===== config.mk =====
export PLATFORM = sky130hd
export DESIGN_NAME = cvsd_core
export DESIGN_NICKNAME = d
export VERILOG_FILES = /design/src/cvsd_pkg.sv /design/src/cvsd_fifo.sv /design/src/cvsd_core.sv
export VERILOG_INCLUDE_DIRS = /design/src
export SDC_FILE = /design/constraint.sdc
export NUM_CORES = 1
export LEC_CHECK = 0
export BUFFER_PORTS_ARGS = -buffer_cell sky130_fd_sc_hd__clkbuf_2
export CORE_UTILIZATION = 60
export DETAILED_ROUTE_END_ITERATION = 12
export PLACE_DENSITY_LB_ADDON = 0.3
export SYNTH_ARGS = -nofsm -noshare
export SYNTH_HDL_FRONTEND = slang
export SYNTH_SLANG_ARGS = --single-unit

===== constraint.sdc =====
create_clock -name ref_clk -period 6.2 [get_ports ref_clk]
set_clock_uncertainty 0.15 [all_clocks]
set_input_delay 0.31 -clock ref_clk [delete_from_list [all_inputs] [get_ports ref_clk]]
set_output_delay 0.31 -clock ref_clk [all_outputs]
set_load 0.01 [all_outputs]

===== src/cvsd_cfg.svh =====
`ifndef CVSD_CFG_SVH
`define CVSD_CFG_SVH

// Reference clock and the slowest supported bit clock
`define CVSD_REF_HZ      25000000
`define CVSD_MIN_BIT_HZ  9600
// Longest bit period in reference cycles, rounded down
`define CVSD_LOSS_CYC    (`CVSD_REF_HZ / `CVSD_MIN_BIT_HZ)

// Reset values and limits
`define CVSD_HIST_RST    3'h2
`define CVSD_LVL_MIN     12'h010
`define CVSD_LVL_MAX     12'hfff
`define CVSD_INTEG_RST   16'sh0000
`define CVSD_INTEG_POS   18'sh07fff
`define CVSD_INTEG_NEG   18'sh38001

// Filter shifts: syllabic time constant and integrator leak
`define CVSD_SYL_SHIFT   4
`define CVSD_LEAK_SHIFT  6

// Sample buffer depth
`define CVSD_FIFO_DEPTH  16

`endif


===== src/cvsd_pkg.sv =====
package cvsd_pkg;

  typedef enum logic
  {
    CVSD_LOST = 1'b0,
    CVSD_RUN  = 1'b1
  } cvsd_link_t;

  typedef struct packed
  {
    logic               chan_bit;
    logic signed [15:0] integ;
  } cvsd_smp_t;

endpackage


===== src/cvsd_fifo.sv =====
`timescale 1ns/1ps

module cvsd_fifo
#(
  parameter int WIDTH = 17,
  parameter int DEPTH = 16
)
(
  input  wire logic             clk,
  input  wire logic             rst_n,
  input  wire logic             in_valid,
  output logic                  in_ready,
  input  wire logic [WIDTH-1:0] in_data,
  output logic                  out_valid,
  input  wire logic             out_ready,
  output logic      [WIDTH-1:0] out_data
);

  localparam int AW = $clog2(DEPTH);

  logic [AW:0]      wr_q;
  logic [AW:0]      rd_q;
  logic [AW:0]      fill;
  logic [WIDTH-1:0] mem_q [DEPTH];
  logic             push;
  logic             pop;

  assign fill      = wr_q - rd_q;
  assign in_ready  = fill != (AW+1)'(DEPTH);
  assign out_valid = wr_q != rd_q;
  assign push      = in_valid & in_ready;
  assign pop       = out_valid & out_ready;
  assign out_data  = mem_q[rd_q[AW-1:0]];

  always_ff @(posedge clk or negedge rst_n)
  begin
    if (!rst_n)
    begin
      wr_q <= '0;
      rd_q <= '0;
    end
    else
    begin
      wr_q <= wr_q + (AW+1)'(push);
      rd_q <= rd_q + (AW+1)'(pop);
    end
  end

  // Storage needs no reset; only the pointers define what is valid
  always_ff @(posedge clk)
  begin
    if (push)
      mem_q[wr_q[AW-1:0]] <= in_data;
  end

endmodule


===== src/cvsd_core.sv =====
`timescale 1ns/1ps
`include "cvsd_cfg.svh"

// Functional notes
// RULE_01: Encode bit is sign of input minus integrator
// RULE_02: Sign bit is output and steers ramp
// RULE_03: Sample comparison once per bit clock
// RULE_04: Three-bit history shifts each bit period
// RULE_05: Coincidence when history all ones or zeros
// RULE_06: Coincidence charges syllabic level setting step size
// RULE_07: Step magnitude from level, polarity from bit
// RULE_08: No input gives alternating one-zero stream
// RULE_09: Decoder reuses identical coincidence and syllabic logic
// RULE_10: Received bits drive identical integrator
// RULE_11: Past bits only, one bit per clock
// RULE_12: Unframed; leaky integrator decays on data loss
// RULE_13: Bit clock between 9.6 and 64 kHz
// RULE_14: History and output update on falling edge
// RULE_15: Mode high selects comparator, low data input
// RULE_16: Coincidence output is active low
// RULE_17: Data input inverted relative to output bit
// RULE_18: Reset loads alternating history, minimum level
module cvsd_core
  import cvsd_pkg::*;
(
  input  wire logic               ref_clk,
  input  wire logic               rst_n,
  input  wire logic               bit_clk,
  input  wire logic               enc_mode,
  input  wire logic               data_in,
  input  wire logic signed [15:0] analog_in,
  output logic                    ser_out,
  output logic                    coinc_n,
  output logic signed      [15:0] integ_out,
  output logic                    link_lost,
  output logic                    smp_valid,
  input  wire logic               smp_ready,
  output cvsd_smp_t               smp_data,
  output logic                    smp_space
);

  function automatic logic all_same(input logic [2:0] h);
    all_same = (h == 3'h7) || (h == 3'h0);
  endfunction

  // Syllabic move toward a bound; never stalls short of it
  function automatic logic [11:0] syl_step(input logic [11:0] gap);
    logic [11:0] s;
    s = gap >> `CVSD_SYL_SHIFT;
    syl_step = (s == 12'h000) ? {11'h000, |gap} : s;
  endfunction

  function automatic logic signed [15:0] sat16(input logic signed [17:0] v);
    logic signed [17:0] lim;
    lim = v;
    if (v > `CVSD_INTEG_POS)
      lim = `CVSD_INTEG_POS;
    else if (v < `CVSD_INTEG_NEG)
      lim = `CVSD_INTEG_NEG;
    sat16 = lim[15:0];
  endfunction

  // Pin synchronisers; the analog word is assumed to move slowly
  logic                bclk_s1_q;
  logic                bclk_s2_q;
  logic                bclk_d_q;
  logic                enc_s1_q;
  logic                enc_s_q;
  logic                dat_s1_q;
  logic                dat_s_q;
  logic signed  [15:0] ana_s1_q;
  logic signed  [15:0] ana_s_q;
  logic signed  [15:0] ana_s3_q;
  logic signed  [15:0] ana_h_q;
  logic signed  [15:0] ana_h_d;
  logic                ana_same;

  logic         [2:0]  hist_q;
  logic         [2:0]  hist_d;
  logic         [11:0] lvl_q;
  logic         [11:0] lvl_d;
  logic signed  [15:0] integ_q;
  logic signed  [15:0] integ_d;
  logic                ser_q;
  logic                coinc_n_q;
  logic         [11:0] cnt_q;
  logic         [11:0] cnt_d;
  cvsd_link_t          link_q;
  cvsd_link_t          link_d;

  logic                fall;
  logic                tick;
  logic                sign_bit;
  logic                rx_bit;
  logic                bit_nxt;
  logic                coinc_now;
  logic         [11:0] lvl_up;
  logic         [11:0] lvl_dn;
  logic signed  [17:0] integ_x;
  logic signed  [17:0] leaked;
  logic signed  [17:0] step_x;
  logic signed  [17:0] ramped;
  cvsd_smp_t           push_smp;

  always_ff @(posedge ref_clk or negedge rst_n)
  begin
    if (!rst_n)
    begin
      bclk_s1_q <= 1'b0;
      bclk_s2_q <= 1'b0;
      bclk_d_q  <= 1'b0;
      enc_s1_q  <= 1'b0;
      enc_s_q   <= 1'b0;
      dat_s1_q  <= 1'b0;
      dat_s_q   <= 1'b0;
      ana_s1_q  <= 16'sh0000;
      ana_s_q   <= 16'sh0000;
      ana_s3_q  <= 16'sh0000;
      ana_h_q   <= 16'sh0000;
    end
    else
    begin
      bclk_s1_q <= bit_clk;
      bclk_s2_q <= bclk_s1_q;
      bclk_d_q  <= bclk_s2_q;
      enc_s1_q  <= enc_mode;
      enc_s_q   <= enc_s1_q;
      dat_s1_q  <= data_in;
      dat_s_q   <= dat_s1_q;
      ana_s1_q  <= analog_in;
      ana_s_q   <= ana_s1_q;
      ana_s3_q  <= ana_s_q;
      ana_h_q   <= ana_h_d;
    end
  end

  // One update per falling edge of the bit clock
  assign fall      = bclk_d_q & ~bclk_s2_q; // RULE_14 RULE_03

  // A stopped bit clock must still let the integrator leak away
  assign tick      = ~fall && (cnt_q == 12'(`CVSD_LOSS_CYC - 1)); // RULE_12
  assign cnt_d     = (fall || tick) ? 12'h000 : cnt_q + 12'h001;
  assign link_d    = fall ? CVSD_RUN : (tick ? CVSD_LOST : link_q);

  // The input word crosses as a bus; only a value seen twice is used,
  // so a sample taken mid-change never reaches the comparator
  assign ana_same  = ana_s_q == ana_s3_q;
  assign ana_h_d   = ana_same ? ana_s_q : ana_h_q;
  assign sign_bit  = ana_h_q > integ_q; // RULE_01
  assign rx_bit    = ~dat_s_q; // RULE_17
  assign bit_nxt   = enc_s_q ? sign_bit : rx_bit; // RULE_15 RULE_10

  // History and level see only bits already sent
  assign hist_d    = fall ? {hist_q[1:0], bit_nxt} : hist_q; // RULE_04 RULE_11
  assign coinc_now = all_same(hist_q); // RULE_05 RULE_09

  assign lvl_up    = lvl_q + syl_step(`CVSD_LVL_MAX - lvl_q);
  assign lvl_dn    = lvl_q - syl_step(lvl_q - `CVSD_LVL_MIN);
  assign lvl_d     = fall ? (coinc_now ? lvl_up : lvl_dn) : // RULE_06
                     (tick ? lvl_dn : lvl_q);

  assign integ_x   = {{2{integ_q[15]}}, integ_q};
  assign leaked    = integ_x - (integ_x >>> `CVSD_LEAK_SHIFT); // RULE_12
  assign step_x    = {6'h00, lvl_q};
  assign ramped    = bit_nxt ? leaked + step_x : leaked - step_x; // RULE_07
  // The minimum step keeps an idle loop toggling around the input
  assign integ_d   = fall ? sat16(ramped) : // RULE_02 RULE_08
                     (tick ? sat16(leaked) : integ_q);

  always_ff @(posedge ref_clk or negedge rst_n)
  begin
    if (!rst_n)
    begin
      hist_q    <= `CVSD_HIST_RST; // RULE_18
      lvl_q     <= `CVSD_LVL_MIN; // RULE_18
      integ_q   <= `CVSD_INTEG_RST;
      ser_q     <= 1'b0;
      coinc_n_q <= 1'b1;
      cnt_q     <= 12'h000;
      link_q    <= CVSD_LOST;
    end
    else
    begin
      hist_q    <= hist_d;
      lvl_q     <= lvl_d;
      integ_q   <= integ_d;
      ser_q     <= fall ? bit_nxt : ser_q; // RULE_02
      coinc_n_q <= ~all_same(hist_d); // RULE_16
      cnt_q     <= cnt_d;
      link_q    <= link_d;
    end
  end

  assign ser_out   = ser_q;
  assign coinc_n   = coinc_n_q;
  assign integ_out = integ_q;
  assign link_lost = (link_q == CVSD_LOST);

  // One buffered sample per channel bit; overflow drops new samples
  assign push_smp.chan_bit = bit_nxt;
  assign push_smp.integ    = integ_d;

  cvsd_fifo
  #(
    .WIDTH ($bits(cvsd_smp_t)),
    .DEPTH (`CVSD_FIFO_DEPTH)
  )
  u_fifo
  (
    .clk       (ref_clk),
    .rst_n     (rst_n),
    .in_valid  (fall),
    .in_ready  (smp_space),
    .in_data   (push_smp),
    .out_valid (smp_valid),
    .out_ready (smp_ready),
    .out_data  (smp_data)
  );
endmodule


Yosys cells after proc, flatten, opt, wreduce, memory -nomap -nowiden
Memories as Yosys holds them, arrays and structs flattened.
Index checks and enable logic that the tools add are counted.
{ "word_totals": {"reg_bits": 127, "mem_bits_rw": 272, "input_bits": 22, "out_inout_bits": 38, "wordCells": 81, "memories": 1} }
{ "classes": {"n_addsub": 11, "n_lt_le_gt_ge": 5, "n_eq_ne": 6, "n_mux": 19, "bitwise_logic": 8, "n_reduce_logical": 11} }
{ "memory_table": {"columns": ["name", "depth", "word_bits", "rd", "rd_clocked_by_memory_dff", "wr", "line_no", "text"], "rows": [
  ["u_fifo.mem_q", 16, 17, 1, 0, 1, "cvsd_fifo.sv:24", "logic [WIDTH-1:0] mem_q [DEPTH];"]
]} }
{ "ops": {"columns": ["cell", "count"], "rows": [
  ["2-to-1 mux 16 bit", 6],
  ["2-to-1 mux 12 bit", 4],
  ["zero test 12 bit", 2],
  ["OR reduction 12 bit", 2],
  ["adder 17 x 13 -> 18 bit", 1],
  ["greater-than comparator 18 x 16 -> 1 bit, second input constant", 1],
  ["less-than comparator 18 x 16 -> 1 bit, second input constant", 1],
  ["2-to-1 mux 18 bit", 1],
  ["subtractor 17 x 13 -> 18 bit", 1],
  ["greater-than comparator 17 x 16 -> 1 bit, second input constant", 1],
  ["less-than comparator 17 x 16 -> 1 bit, second input constant", 1],
  ["subtractor 16 x 10 -> 17 bit", 1],
  ["equality test 16 bit", 1],
  ["greater-than comparator 16 bit", 1],
  ["2-to-1 mux 8 bit", 2],
  ["adder 12 x 1 -> 12 bit, second input constant", 1],
  ["adder 12 x 8 -> 12 bit", 1],
  ["equality test 12 bit, second input constant", 1],
  ["subtractor 12 bit, first input constant", 1],
  ["subtractor 12 x 5 -> 12 bit, second input constant", 1],
  ["subtractor 12 x 8 -> 12 bit", 1],
  ["adder 5 x 1 -> 5 bit", 2],
  ["equality test 3 bit, second input constant", 2],
  ["zero test 3 bit", 2],
  ["other kinds (10)", 22]
]} }

Logic depth before layout (Yosys ltp)
Gate-level depths: netlist of the first run.
{ "logic_depth": {"ltp_word": 7, "depth_mapped": 22, "depth_no_buf": 20} }

Hierarchy
A second synthesis of the first run with hierarchy kept.
{ "hier_totals": {"cells_unflattened": 1258, "hier_area_um2": 18733.0} }
{ "by_module_without_submodules": {"columns": ["module", "instances", "cells_each", "area_per_inst_um2", "seq_area_each_um2"], "rows": [
  ["cvsd_fifo", 1, 457, 10939.2, 8418.1],
  ["cvsd_core", 1, 801, 7793.7, 2931.6]
]} }

Worst setup path after synthesis of the first run
Ideal clock, no wire load.
{ "synth_timing": {"path_kind": "flip-flop to flip-flop", "from": "register integ_q[15] (netlist: integ_out[15])", "to": "memory u_fifo.mem_q[0][1], data pin", "setup_time_ns": 0.401, "arrival_ns": 4.919, "required_time_ns": 5.649, "slack_ns": 0.730, "stages_incl_launch_ff": 22, "path_buffers": 2, "synth_period_minus_slack_ns": 5.470, "cell_sequence": "dfrtp_1 inv_1 ha_1 nand4_1 nor4_1 o21ai_1 a311o_1 nand3_1 clkbuf_1 o31ai_1 xnor2_1 ha_1 a21o_1 a21oi_2 a211oi_1 or3_1 a2111oi_0 nand4_1 o21ai_1 and2_4 buf_6 o2111ai_1"} }
{ "synth_via": {"elab_chain_len": 7, "word_cells_on_any_way": 16, "classes_between": "add/sub (3); order compare (5); mux (8)"} }
{ "synth_lines": {"columns": ["element", "line_no", "text"], "rows": [
  ["start, declared", "cvsd_core.sv:82", "logic signed [15:0] integ_q;"],
  ["start signal, assigned", "cvsd_core.sv:176", "integ_q <= `CVSD_INTEG_RST;"],
  ["start signal, assigned", "cvsd_core.sv:186", "integ_q <= integ_d;"],
  ["subtractor 16 x 10 -> 17 bit / greater-than comparator 16 bit (equally long branches)", "cvsd_core.sv:163, cvsd_core.sv:149", null],
  ["subtractor 17 x 13 -> 18 bit (tied with other cells)", "cvsd_core.sv:165", "assign ramped = bit_nxt ? leaked + step_x : leaked - step_x;"],
  ["2-to-1 mux 18 bit", "cvsd_core.sv:165", null],
  ["less-than comparator 18 x 16 -> 1 bit (no line)", null, null],
  ["2-to-1 mux 16 bit", "cvsd_core.sv:58", "else if (v < `CVSD_INTEG_NEG)"],
  ["2-to-1 mux 16 bit", "cvsd_core.sv:56", "if (v > `CVSD_INTEG_POS)"],
  ["2-to-1 mux 16 bit *", "cvsd_core.sv:167", "assign integ_d = fall ? sat16(ramped) :"],
  ["net integ_d[1]", "cvsd_core.sv:83", "logic signed [15:0] integ_d;"],
  ["end, declared", "cvsd_fifo.sv:24", null]
]} }
The timed path passes the listed nets; every way through them passes the cells marked *.

Worst setup path after layout of the first run
{ "layout_timing": {"from": "register integ_q[15] (netlist: integ_out[15])", "to": "memory u_fifo.mem_q[0][13], data pin"} }
Same word-level chain as after synthesis.

==> impl_metrics.json, run 1 <==
{
  "final-setup-viol-count": 0,
  "post_cts_buffers": 0,
  "hpwlAfterDp_mm": 26.7,
  "fill_cells": 1982,
  "worstPathMaxFanout": 16,
  "synth_seq_area_share_pct": 61.3,
  "routed_wirelength_mm": 41.7,
  "min_to": "ana_s_q[10]$_DFF_PN0_",
  "synth.cell_area_sq_um": 18500,
  "hp-class": "flop to flop",
  "crit_type": "flop to flop",
  "die_h_um": 178,
  "synth_xor_area_share_pct": 3.96,
  "rrSetupSlack_ns": 0.51,
  "netlist_top_cells_count": "272 x edfxtp_1, 124 x dfrtp_1, 85 x mux4_2",
  "outcome": "finished, final reports clean",
  "hold_start": "ana_s1_q[10]$_DFF_PN0_",
  "io_buffers": 59,
  "ys.flop_type": "edfxtp_1",
  "crit_path_end_kind": "flop",
  "fp.dieW_um": 178,
  "crit_path_start_kind": "flop",
  "synth_top_family_by_area": "multiplexers",
  "viasPerCell": 6.26,
  "synth_edf_count": 272,
  "crit_chain": "inv_1 -> ha_1 -> nand4_1 -> nor4_1 -> o21ai_1 -> a311o_1 -> nand3_2 -> o31ai_1 -> xnor2_1 -> ha_1 -> a21o_1 -> a21oi_2 -> a211oi_1 -> or3_1 -> a2111oi_0 -> nand4_1 -> o21ai_1 -> and2_4 -> o221ai_1 -> buf_4",
  "dieArea_sq_um": 31600,
  "instances_no_fill": 1774,
  "grt_pass1_vias": 11200,
  "grt_pass1_wl_mm": 64.3,
  "fin_nets": 1464,
  "initial_core_util_pct": 61.7,
  "min_period_over_period_pct": 91.7,
  "antenna_cells": 0,
  "syn2layout_area_growth_pct": 12.9,
  "r2r-end": "u_fifo.mem_q[0][13]$_DFFE_PP_",
  "syn_area_per_cell_sq_um": 14.9,
  "ys_async_sr_fraction_pct": 31.8,
  "yosysTopAreaCellShare_pct": 44.1,
  "synth_area_leaders": "edfxtp_1 44%, dfrtp_1 17%, mux4_2 10%",
  "synthMuxAreaShare_pct": 11.8,
  "tns_ns": 0,
  "ios": 60,
  "drv_slew": 0,
  "wl_per_cell_um": 23.5,
  "synth.largest_area_cell": "edfxtp_1",
  "fin_crit_ns": 5.69,
  "synth_fa_ha_area_share_pct": 5.77,
  "grt_use_total_pct": 27.6,
  "synth-simple-area-share_pct": 7.05,
  "clock_sinks": 399,
  "drc": 0,
  "hold_depth": 0,
  "syn_nets": 1348,
  "placed_area_sq_um": 19500,
  "drt_iter0_drc": 1099,
  "fin_area_sq_um": 20900,
  "htree_levels": 2,
  "synth_compound_area_share_pct": 8.07,
  "dp_cells": 1687,
  "rsz0062_at_grt": "false",
  "overflow": 0,
  "yosys_warnings": 0,
  "finalWeightedCongestion": 0.926,
  "grt_max_degree": 71,
  "slew_headroom_pct": 34.5,
  "core_sq_um": 30000,
  "cpPeakStageDelay_ns": 0.41,
  "crit_required_ns": 6.31,
  "cts_buffers": 39,
  "place_ws_ns": 0.400,
  "clockRootBuffer": "clkbuf_16",
  "rr_worst_depth": 20,
  "max_freq_mhz": 176,
  "synth_most_common_cell": "edfxtp_1",
  "drive_gt1_share_pct": 21.5,
  "clockBufferDepth": 3,
  "r2r_start": "integ_out[15]$_DFF_PN0_",
  "worst_pin_slew_ns": 0.982,
  "cp_slowest_cell": "a2111oi_0",
  "worst_slack_ns": 0.513,
  "rows": 63,
  "ant_nets": 0,
  "first_pass_iters": 6,
  "clk_latency_ns": 0.53,
  "finalHoldViolCount": 0,
  "crit_arrival_ns": 5.79,
  "ys_seq_elements": 399,
  "clk_pin_slew_ns": 0.06,
  "via_count": 11100,
  "max-cap-violations": 0,
  "cts_tree": "done",
  "antenna_found_initial": 0,
  "synthDistinctLibCells": 81,
  "synthCells": 1243
}
[cell usage in the layout, fill, tap and decap left out, types with 12 or more instances in the layout]
cell type      count
edfxtp_1         272
dfrtp_1          122
mux4_2            85
ha_1              79
nand2_1           61
inv_1             58
clkbuf_2          58
nor2_1            48
o21ai_0           44
xnor2_1           41
a21oi_1           41
xor2_1            40
clkbuf_16         39
buf_4             35
nand3_1           25
dlygate4sd3_1     21
a21o_1            20
mux2_2            17
nand4_1           15
a211oi_1          13
nand2b_1          12
nor2_2            12
[how the worst max path moves through the flow]
stage / startpoint / to / slack [ns] / cells after the start
final: integ_out[15]$_DFF_PN0_ / u_fifo.mem_q[0][13]$_DFFE_PP_ / 0.51 / 20
after global routing: integ_out[15]$_DFF_PN0_ / u_fifo.mem_q[3][13]$_DFFE_PP_ / 0.09 / 21
after CTS: integ_out[15]$_DFF_PN0_ / u_fifo.mem_q[3][13]$_DFFE_PP_ / 0.36 / 20
after detailed placement: integ_out[15]$_DFF_PN0_ / u_fifo.mem_q[3][13]$_DFFE_PP_ / 0.40 / 20
after global placement: integ_out[15]$_DFF_PN0_ / u_fifo.mem_q[0][13]$_DFFE_PP_ / 0.58 / 20
after floorplan: integ_out[15]$_DFF_PN0_ / u_fifo.mem_q[0][1]$_DFFE_PP_ / 0.73 / 21
[routing by layer]
layer,vias to the layer above,routed length [um],GRT usage [%]
met2,405,21200,47.9
met1,5600,16900,36.4
met5,-,0,0
met4,0,1040,8.01
met3,80,2550,3.77
li1,5022,-,-
[metrics by stage]
| step | hold slack (ns) | util, % |
|---|---|---|
| detailed placement | 0.185 | 64.8 |
| CTS | 0.199 | 69.6 |
| floorplan | -0.136 | - |
| finish | 0.198 | 69.6 |
| global route | 0.204 | 69.6 |
| global placement | 0.181 | 64.8 |
[repair_timing]
item / in CTS / in global routing
hold buffers: 21 / 0
setup endpoints to repair: 0 / 129
resized for setup: 0 / 4
hold endpoints to repair: 88 / 0
[cells by family after synthesis]
| kind of cell | Yosys count |
|---|---|
| compound gates | 216 |
| xor+xnor | 82 |
| fa+ha+maj | 83 |
| buf+inv | 100 |
| flops | 399 |
| mux | 109 |
| simple gates | 254 |
[flip-flops by register name, summed over array words and instances (netlist names), 3 cells and up]
| signal | flops |
|---|---|
| lvl_q | 12 |
| u_fifo.rd_q | 5 |
| ana_s1_q | 16 |
| hist_q | 3 |
| u_fifo.mem_q | 272 |
| integ_out | 16 |
| u_fifo.wr_q | 5 |
| ana_s_q | 16 |
| cnt_q | 12 |
| ana_h_q | 16 |
| ana_s3_q | 16 |
[worst max-delay path: cells and delay by family, from the launching register on]
kind	cells	cell delay (ns)
buffers and inverters	2	0.41
AOI/OAI and AO/OA	9	2.11
adders and majority gates	2	0.69
xor gates and xnor gates	1	0.14
and+or+nand+nor	6	1.49
DFF	1	0.39
[cell type report]
| cell class | instances | area, sq um | share of cell area, % |
|---|---|---|---|
| sequential | 399 | 11400 | 54.3 |
| multi-input combinational | 744 | 6850 | 32.8 |
| clock buffer | 49 | 1030 | 4.94 |
| timing repair buffer | 115 | 774 | 3.70 |
| tap | 390 | 488 | 2.33 |
| inverter | 60 | 226 | 1.08 |
| clock inverter | 17 | 181 | 0.868 |
Power of run 1 is left out: the tool's default activity adds up to more than one toggle a clock period on the data nets, which glitch-free logic cannot reach.
==> run 2, diff against run 1 <==
--- a/config.mk
+++ b/config.mk
@@ -12,4 +12,5 @@
 export PLACE_DENSITY_LB_ADDON = 0.3
 export SYNTH_ARGS = -nofsm -noshare
 export SYNTH_HDL_FRONTEND = slang
+export SYNTH_HIERARCHICAL = 1
 export SYNTH_SLANG_ARGS = --single-unit
==> impl_metrics.json, run 2 <==
{
  "antenna_found_initial": 0,
  "io_buffers": 59,
  "clock_sinks": 399,
  "synth_edf_count": 272,
  "rr_worst_depth": 20,
  "max-cap-violations": 0,
  "initial_core_util_pct": 61.1,
  "synth.cell_area_sq_um": 18700,
  "synth_area_leaders": "edfxtp_1 44%, dfrtp_1 17%, mux4_2 10%",
  "clockRootBuffer": "clkbuf_16",
  "largest_reg_flops": 272,
  "dieArea_sq_um": 31900,
  "antenna_cells": 0,
  "outcome": "finished, final reports clean",
  "multi_input_area_sq_um": 7110,
  "syn_area_per_cell_sq_um": 14.9,
  "synthCells": 1258,
  "hp-class": "flop to flop",
  "seqCellArea_sq_um": 11400,
  "ys_seq_elements": 399,
  "grt_pass1_wl_mm": 66.8,
  "hpwlAfterDp_mm": 27.1,
  "finalCoreUtilization_pct": 69.9,
  "netlist_top_cells_count": "272 x edfxtp_1, 124 x dfrtp_1, 85 x mux4_2",
  "final_common_cell": "edfxtp_1",
  "core_sq_um": 30700,
  "synthDistinctLibCells": 84,
  "crit_arrival_ns": 5.99,
  "crit_path_start_kind": "flop",
  "layout_common_cells": "272 x edfxtp_1, 121 x dfrtp_1, 85 x mux4_2, 79 x ha_1, 71 x nand2_1",
  "yosys_warnings": 6,
  "grt_max_degree": 71,
  "drc": 0,
  "cts_buffers": 40,
  "rrSetupSlack_ns": 0.30,
  "routed_wirelength_mm": 44.1,
  "final-setup-viol-count": 0,
  "die_h_um": 179,
  "synth_most_common_cell": "edfxtp_1",
  "clockBufferDepth": 3,
  "finalHoldViolCount": 0,
  "fin_nets": 1500,
  "ant_nets": 0,
  "crit_type": "flop to flop",
  "grt_use_total_pct": 28.5,
  "drive_gt1_share_pct": 23.8,
  "rsz0062_at_grt": "false",
  "clk_latency_ns": 0.54,
  "ys_async_sr_fraction_pct": 31.8,
  "fill_cells": 1985,
  "cts_tree": "done",
  "max_freq_mhz": 170,
  "htree_levels": 2,
  "rows": 64,
  "crit_required_ns": 6.29,
  "synth_seq_area_share_pct": 60.6,
  "worstPathMaxFanout": 17,
  "clk_pin_slew_ns": 0.07,
  "via_count": 11600,
  "wl_per_cell_um": 24.3,
  "overflow": 0,
  "syn2layout_area_growth_pct": 14.5,
  "fp.dieW_um": 179,
  "finalWeightedCongestion": 0.999,
  "ios": 60,
  "fin_crit_ns": 5.90,
  "syn_nets": 1363,
  "slew_headroom_pct": 18.4,
  "min_period_over_period_pct": 95.1,
  "first_pass_iters": 5,
  "grt_pass1_vias": 11400,
  "yosysTopAreaCellShare_pct": 43.6,
  "crit_path_end_kind": "flop",
  "hold_depth": 0,
  "drt_iter0_drc": 1023,
  "ys.flop_type": "edfxtp_1",
  "worst_pin_slew_ns": 1.22,
  "drv_slew": 0,
  "viasPerCell": 6.35,
  "synth.largest_area_cell": "edfxtp_1"
}
==> run 2: cell count changes in the layout (fill, tap and decap cells not counted), sizes merged, moves of 6 or more <==
cell	before	now
nand2	62	72
o21ai	50	44
buf	36	51
nor4	9	16
inv	62	68
o211ai	10	22
clkbuf	107	117
a21o	21	11
==> run 2: worst max-delay path, cell delays in order (launching register included) <==
cell and delay [ns]:
dfrtp_2 0.47, inv_1 0.09, ha_1 0.31, a21oi_1 0.23, a211o_2 0.17, a31oi_1 0.05
or4_4 0.59, nand3_2 0.17, inv_1 0.13, a21oi_1 0.16, xnor2_1 0.15, ha_1 0.32
a21oi_1 0.21, o21ai_1 0.13, and3_1 0.23, o211a_1 0.26, or3_1 0.39, a311oi_1 0.31
nand2_1 0.23, or4_1 0.53, and3_2 0.31
==> run 2: what timing repair did <==
item / CTS / global route
setup endpoints to repair: 52 / 234
endpoints found under the hold margin: 85 / 0
pin swaps: 2 / 6
hold buffers: 21 / 0
resized for setup: 3 / 16
setup buffers: 2 / 8
==> run 2: final timing paths <==
| path | end | startpoint |
|---|---|---|
| worst max-delay path | u_fifo/mem_q[4][0]$_DFFE_PP_ | integ_out[9]$_DFF_PN0_ |
| worst min-delay path | bclk_s2_q$_DFF_PN0_ | bclk_s1_q$_DFF_PN0_ |
| worst max register to register | u_fifo/mem_q[4][0]$_DFFE_PP_ | integ_out[9]$_DFF_PN0_ |
| worst min register to register | bclk_s2_q$_DFF_PN0_ | bclk_s1_q$_DFF_PN0_ |
| max in group asynchronous | integ_out[9]$_DFF_PN0_ | rst_n |
| min in group asynchronous | ana_s1_q[9]$_DFF_PN0_ | rst_n |
==> run 2: cell type report <==
class	count	share of cell area (%)
inverters	66	1.16
flip-flops and latches	399	52.9
clock inverters	11	0.484
multi-input cells	758	33.2
well taps	396	2.31
clock buffers	59	5.47
repair buffers	130	4.46
==> run 2: logic make-up after synthesis <==
kind of cell               Yosys count  share of synthesized area, %
DFF                                399                          60.6
muxes                              109                          11.6
adders and majority gates           83                          5.70
xor gates and xnor gates            85                          4.05
buffers and inverters              101                          2.55
AOI/OAI and AO/OA                  210                          7.96
and+or+nand+nor                    271                          7.53
==> run 2: metal layers <==
metal	wire, um	vias to the layer above	global-route usage [%]
met5	0	-	0
met3	2890	83	4.47
met1	17600	5851	37.7
li1	-	5124	-
met4	965	0	7.20
met2	22700	492	49.5
==> run 2: per-stage QoR <==
stage | TNS [ns] | instances | worst slack [ns] | area [sq um] | hold WS [ns]
after floorplan | 0 | 1258 | 0.728 | 18700 | -0.136
final | 0 | 1819 | 0.304 | 21400 | 0.194
after global routing | 0 | 1819 | 0.0926 | 21400 | 0.202
after detailed placement | -0.917 | 1718 | -0.0577 | 19700 | 0.185
after CTS | -0.159 | 1811 | -0.0115 | 21200 | 0.196
after global placement | 0 | 1718 | 0.155 | 19700 | 0.181
Power of run 2 is left out for the same reason.
==> run 3, diff against run 2 <==
--- a/config.mk
+++ b/config.mk
@@ -9,7 +9,9 @@
 export BUFFER_PORTS_ARGS = -buffer_cell sky130_fd_sc_hd__clkbuf_2
 export CORE_UTILIZATION = 60
 export DETAILED_ROUTE_END_ITERATION = 12
+export MAX_ROUTING_LAYER = met4
 export PLACE_DENSITY_LB_ADDON = 0.3
+export SETUP_SLACK_MARGIN = 0.5
 export SYNTH_ARGS = -nofsm -noshare
 export SYNTH_HDL_FRONTEND = slang
 export SYNTH_HIERARCHICAL = 1
==> impl_metrics.json, run 3 (synthesis gave the netlist of run 2 again) <==
{
  "outcome": "finished, final reports clean",
  "rrSetupSlack_ns": 0.61,
  "clk_latency_ns": 0.55,
  "via_count": 11700,
  "path_buf_inv": 4,
  "crit_family": "compound AO/OA/AOI/OAI gates",
  "max_freq_mhz": 179,
  "fp.dieW_um": 179,
  "wl_per_cell_um": 24.4,
  "rsz0062_at_grt": "false",
  "rows": 64,
  "slew_headroom_pct": 19.6,
  "layout_common_cells": "272 x edfxtp_1, 120 x dfrtp_1, 85 x mux4_2, 77 x ha_1, 70 x nand2_1",
  "tns_ns": 0,
  "htree_levels": 2,
  "finalHoldViolCount": 0,
  "grt_pass1_wl_mm": 65.0,
  "antenna_cells": 0,
  "die_h_um": 179,
  "io_buffers": 59,
  "clockRootBuffer": "clkbuf_16",
  "clk_pin_slew_ns": 0.07,
  "crit_required_ns": 6.34,
  "initial_core_util_pct": 61.1,
  "grt_max_degree": 74,
  "min_period_over_period_pct": 90.1,
  "dp_cells": 1716,
  "largest_reg_flops": 272,
  "worstPathMaxFanout": 8,
  "place_ws_ns": 0.111,
  "overflow": 0,
  "fin_crit_ns": 5.59,
  "clock_sinks": 399,
  "worst_slack_ns": 0.612,
  "grt_use_total_pct": 28.7,
  "cts_buffers": 40,
  "first_pass_iters": 7,
  "hp-class": "primary input to asynchronous set/reset pin",
  "fill_cells": 1884,
  "hpwlAfterDp_mm": 26.6,
  "finalWeightedCongestion": 0.960,
  "ant_nets": 0,
  "crit_path_start_kind": "flop",
  "cp.depth": 22,
  "critPathMostFrequentCell": "buf_6",
  "crit_type": "flop to flop",
  "crit_path_end_kind": "flop",
  "dieArea_sq_um": 31900,
  "worst_pin_slew_ns": 1.21,
  "cp_slowest_cell": "or4_4",
  "crit_arrival_ns": 5.73,
  "clockBufferDepth": 3,
  "rr_worst_depth": 22,
  "core_sq_um": 30700,
  "viasPerCell": 6.31,
  "final_common_cell": "edfxtp_1",
  "crit_chain": "inv_1 -> ha_1 -> a211o_1 -> o211ai_2 -> a31oi_2 -> or4_4 -> nand3_4 -> buf_6 -> o31ai_1 -> xnor2_1 -> ha_1 -> a21o_1 -> a21o_1 -> or3_4 -> a211oi_2 -> nand4_1 -> and4b_1 -> a41oi_2 -> a31oi_4 -> buf_6 -> o2111ai_4 -> buf_6",
  "routed_wirelength_mm": 45.0,
  "drv_slew": 0,
  "final-setup-viol-count": 0,
  "syn2layout_area_growth_pct": 17.1,
  "drc": 0,
  "instances_no_fill": 1850,
  "grt_pass1_vias": 11500,
  "cpPeakStageDelay_ns": 0.57,
  "cts_tree": "done",
  "drt_iter0_drc": 1066,
  "antenna_found_initial": 2,
  "ios": 60,
  "drive_gt1_share_pct": 26.5,
  "max-cap-violations": 0,
  "fin_nets": 1528
}
run 3: changes by cell type in the layout (fill, tap and decap cells not counted), moves of 3 or more:
cell       delta
buf_4        +13
buf_12        +7
buf_6         +7
clkbuf_8      -7
clkinv_1      +7
bufinv_16     +4
a21oi_1       -3
a21oi_2       +3
clkbuf_1      -3
clkinv_2      +3
run 3: repair_timing:
action | CTS | global route
gates cloned | 0 | 5
resized for setup | 11 | 51
pin swaps | 7 | 25
buffers inserted | 10 | 25
hold buffers | 21 | 0
hold endpoints to repair | 74 | 0
endpoints found under the setup margin | 221 | 255
run 3: metrics by stage:
step / cell area (sq um) / hold slack (ns) / utilization, %
global route: 21900 / 0.205 / 71.5
floorplan: 18700 / -0.136 / -
finish: 21900 / 0.149 / 71.5
global placement: 19700 / 0.156 / 64.2
detailed placement: 19700 / 0.166 / 64.2
CTS: 21400 / 0.172 / 69.8
run 3: path summary, 6_finish.rpt:
kind / start / end
max: integ_out[5]$_DFF_PN0_ / u_fifo/mem_q[15][4]$_DFFE_PP_
min: rst_n / ana_s_q[9]$_DFF_PN0_
max reg2reg: integ_out[5]$_DFF_PN0_ / u_fifo/mem_q[15][4]$_DFFE_PP_
min reg2reg: ana_s1_q[14]$_DFF_PN0_ / ana_s_q[14]$_DFF_PN0_
max in group asynchronous: rst_n / integ_out[9]$_DFF_PN0_
min in group ref_clk: ana_s1_q[14]$_DFF_PN0_ / ana_s_q[14]$_DFF_PN0_
run 3: layout make-up:
class                           instances  area (sq um)  area share [%]
Inverter                               66           250            1.14
Tap cell                              396           495            2.26
Clock buffer                           49          1070            4.86
Clock inverter                         24           254            1.16
Multi-Input combinational cell        758          7250            33.0
Sequential cell                       399         11400            51.8
Timing Repair Buffer                  158          1270            5.78
run 3: routing by layer:
metal / vias up / GRT usage [%] / part of all wire, %
met1: 5824 / 37.0 / 39
li1: 5188 / - / -
met4: 0 / 10.1 / 3.2
met2: 549 / 46.7 / 50
met5: - / - / 0
met3: 109 / 4.28 / 8.2
Power of run 3 is left out for the same reason.
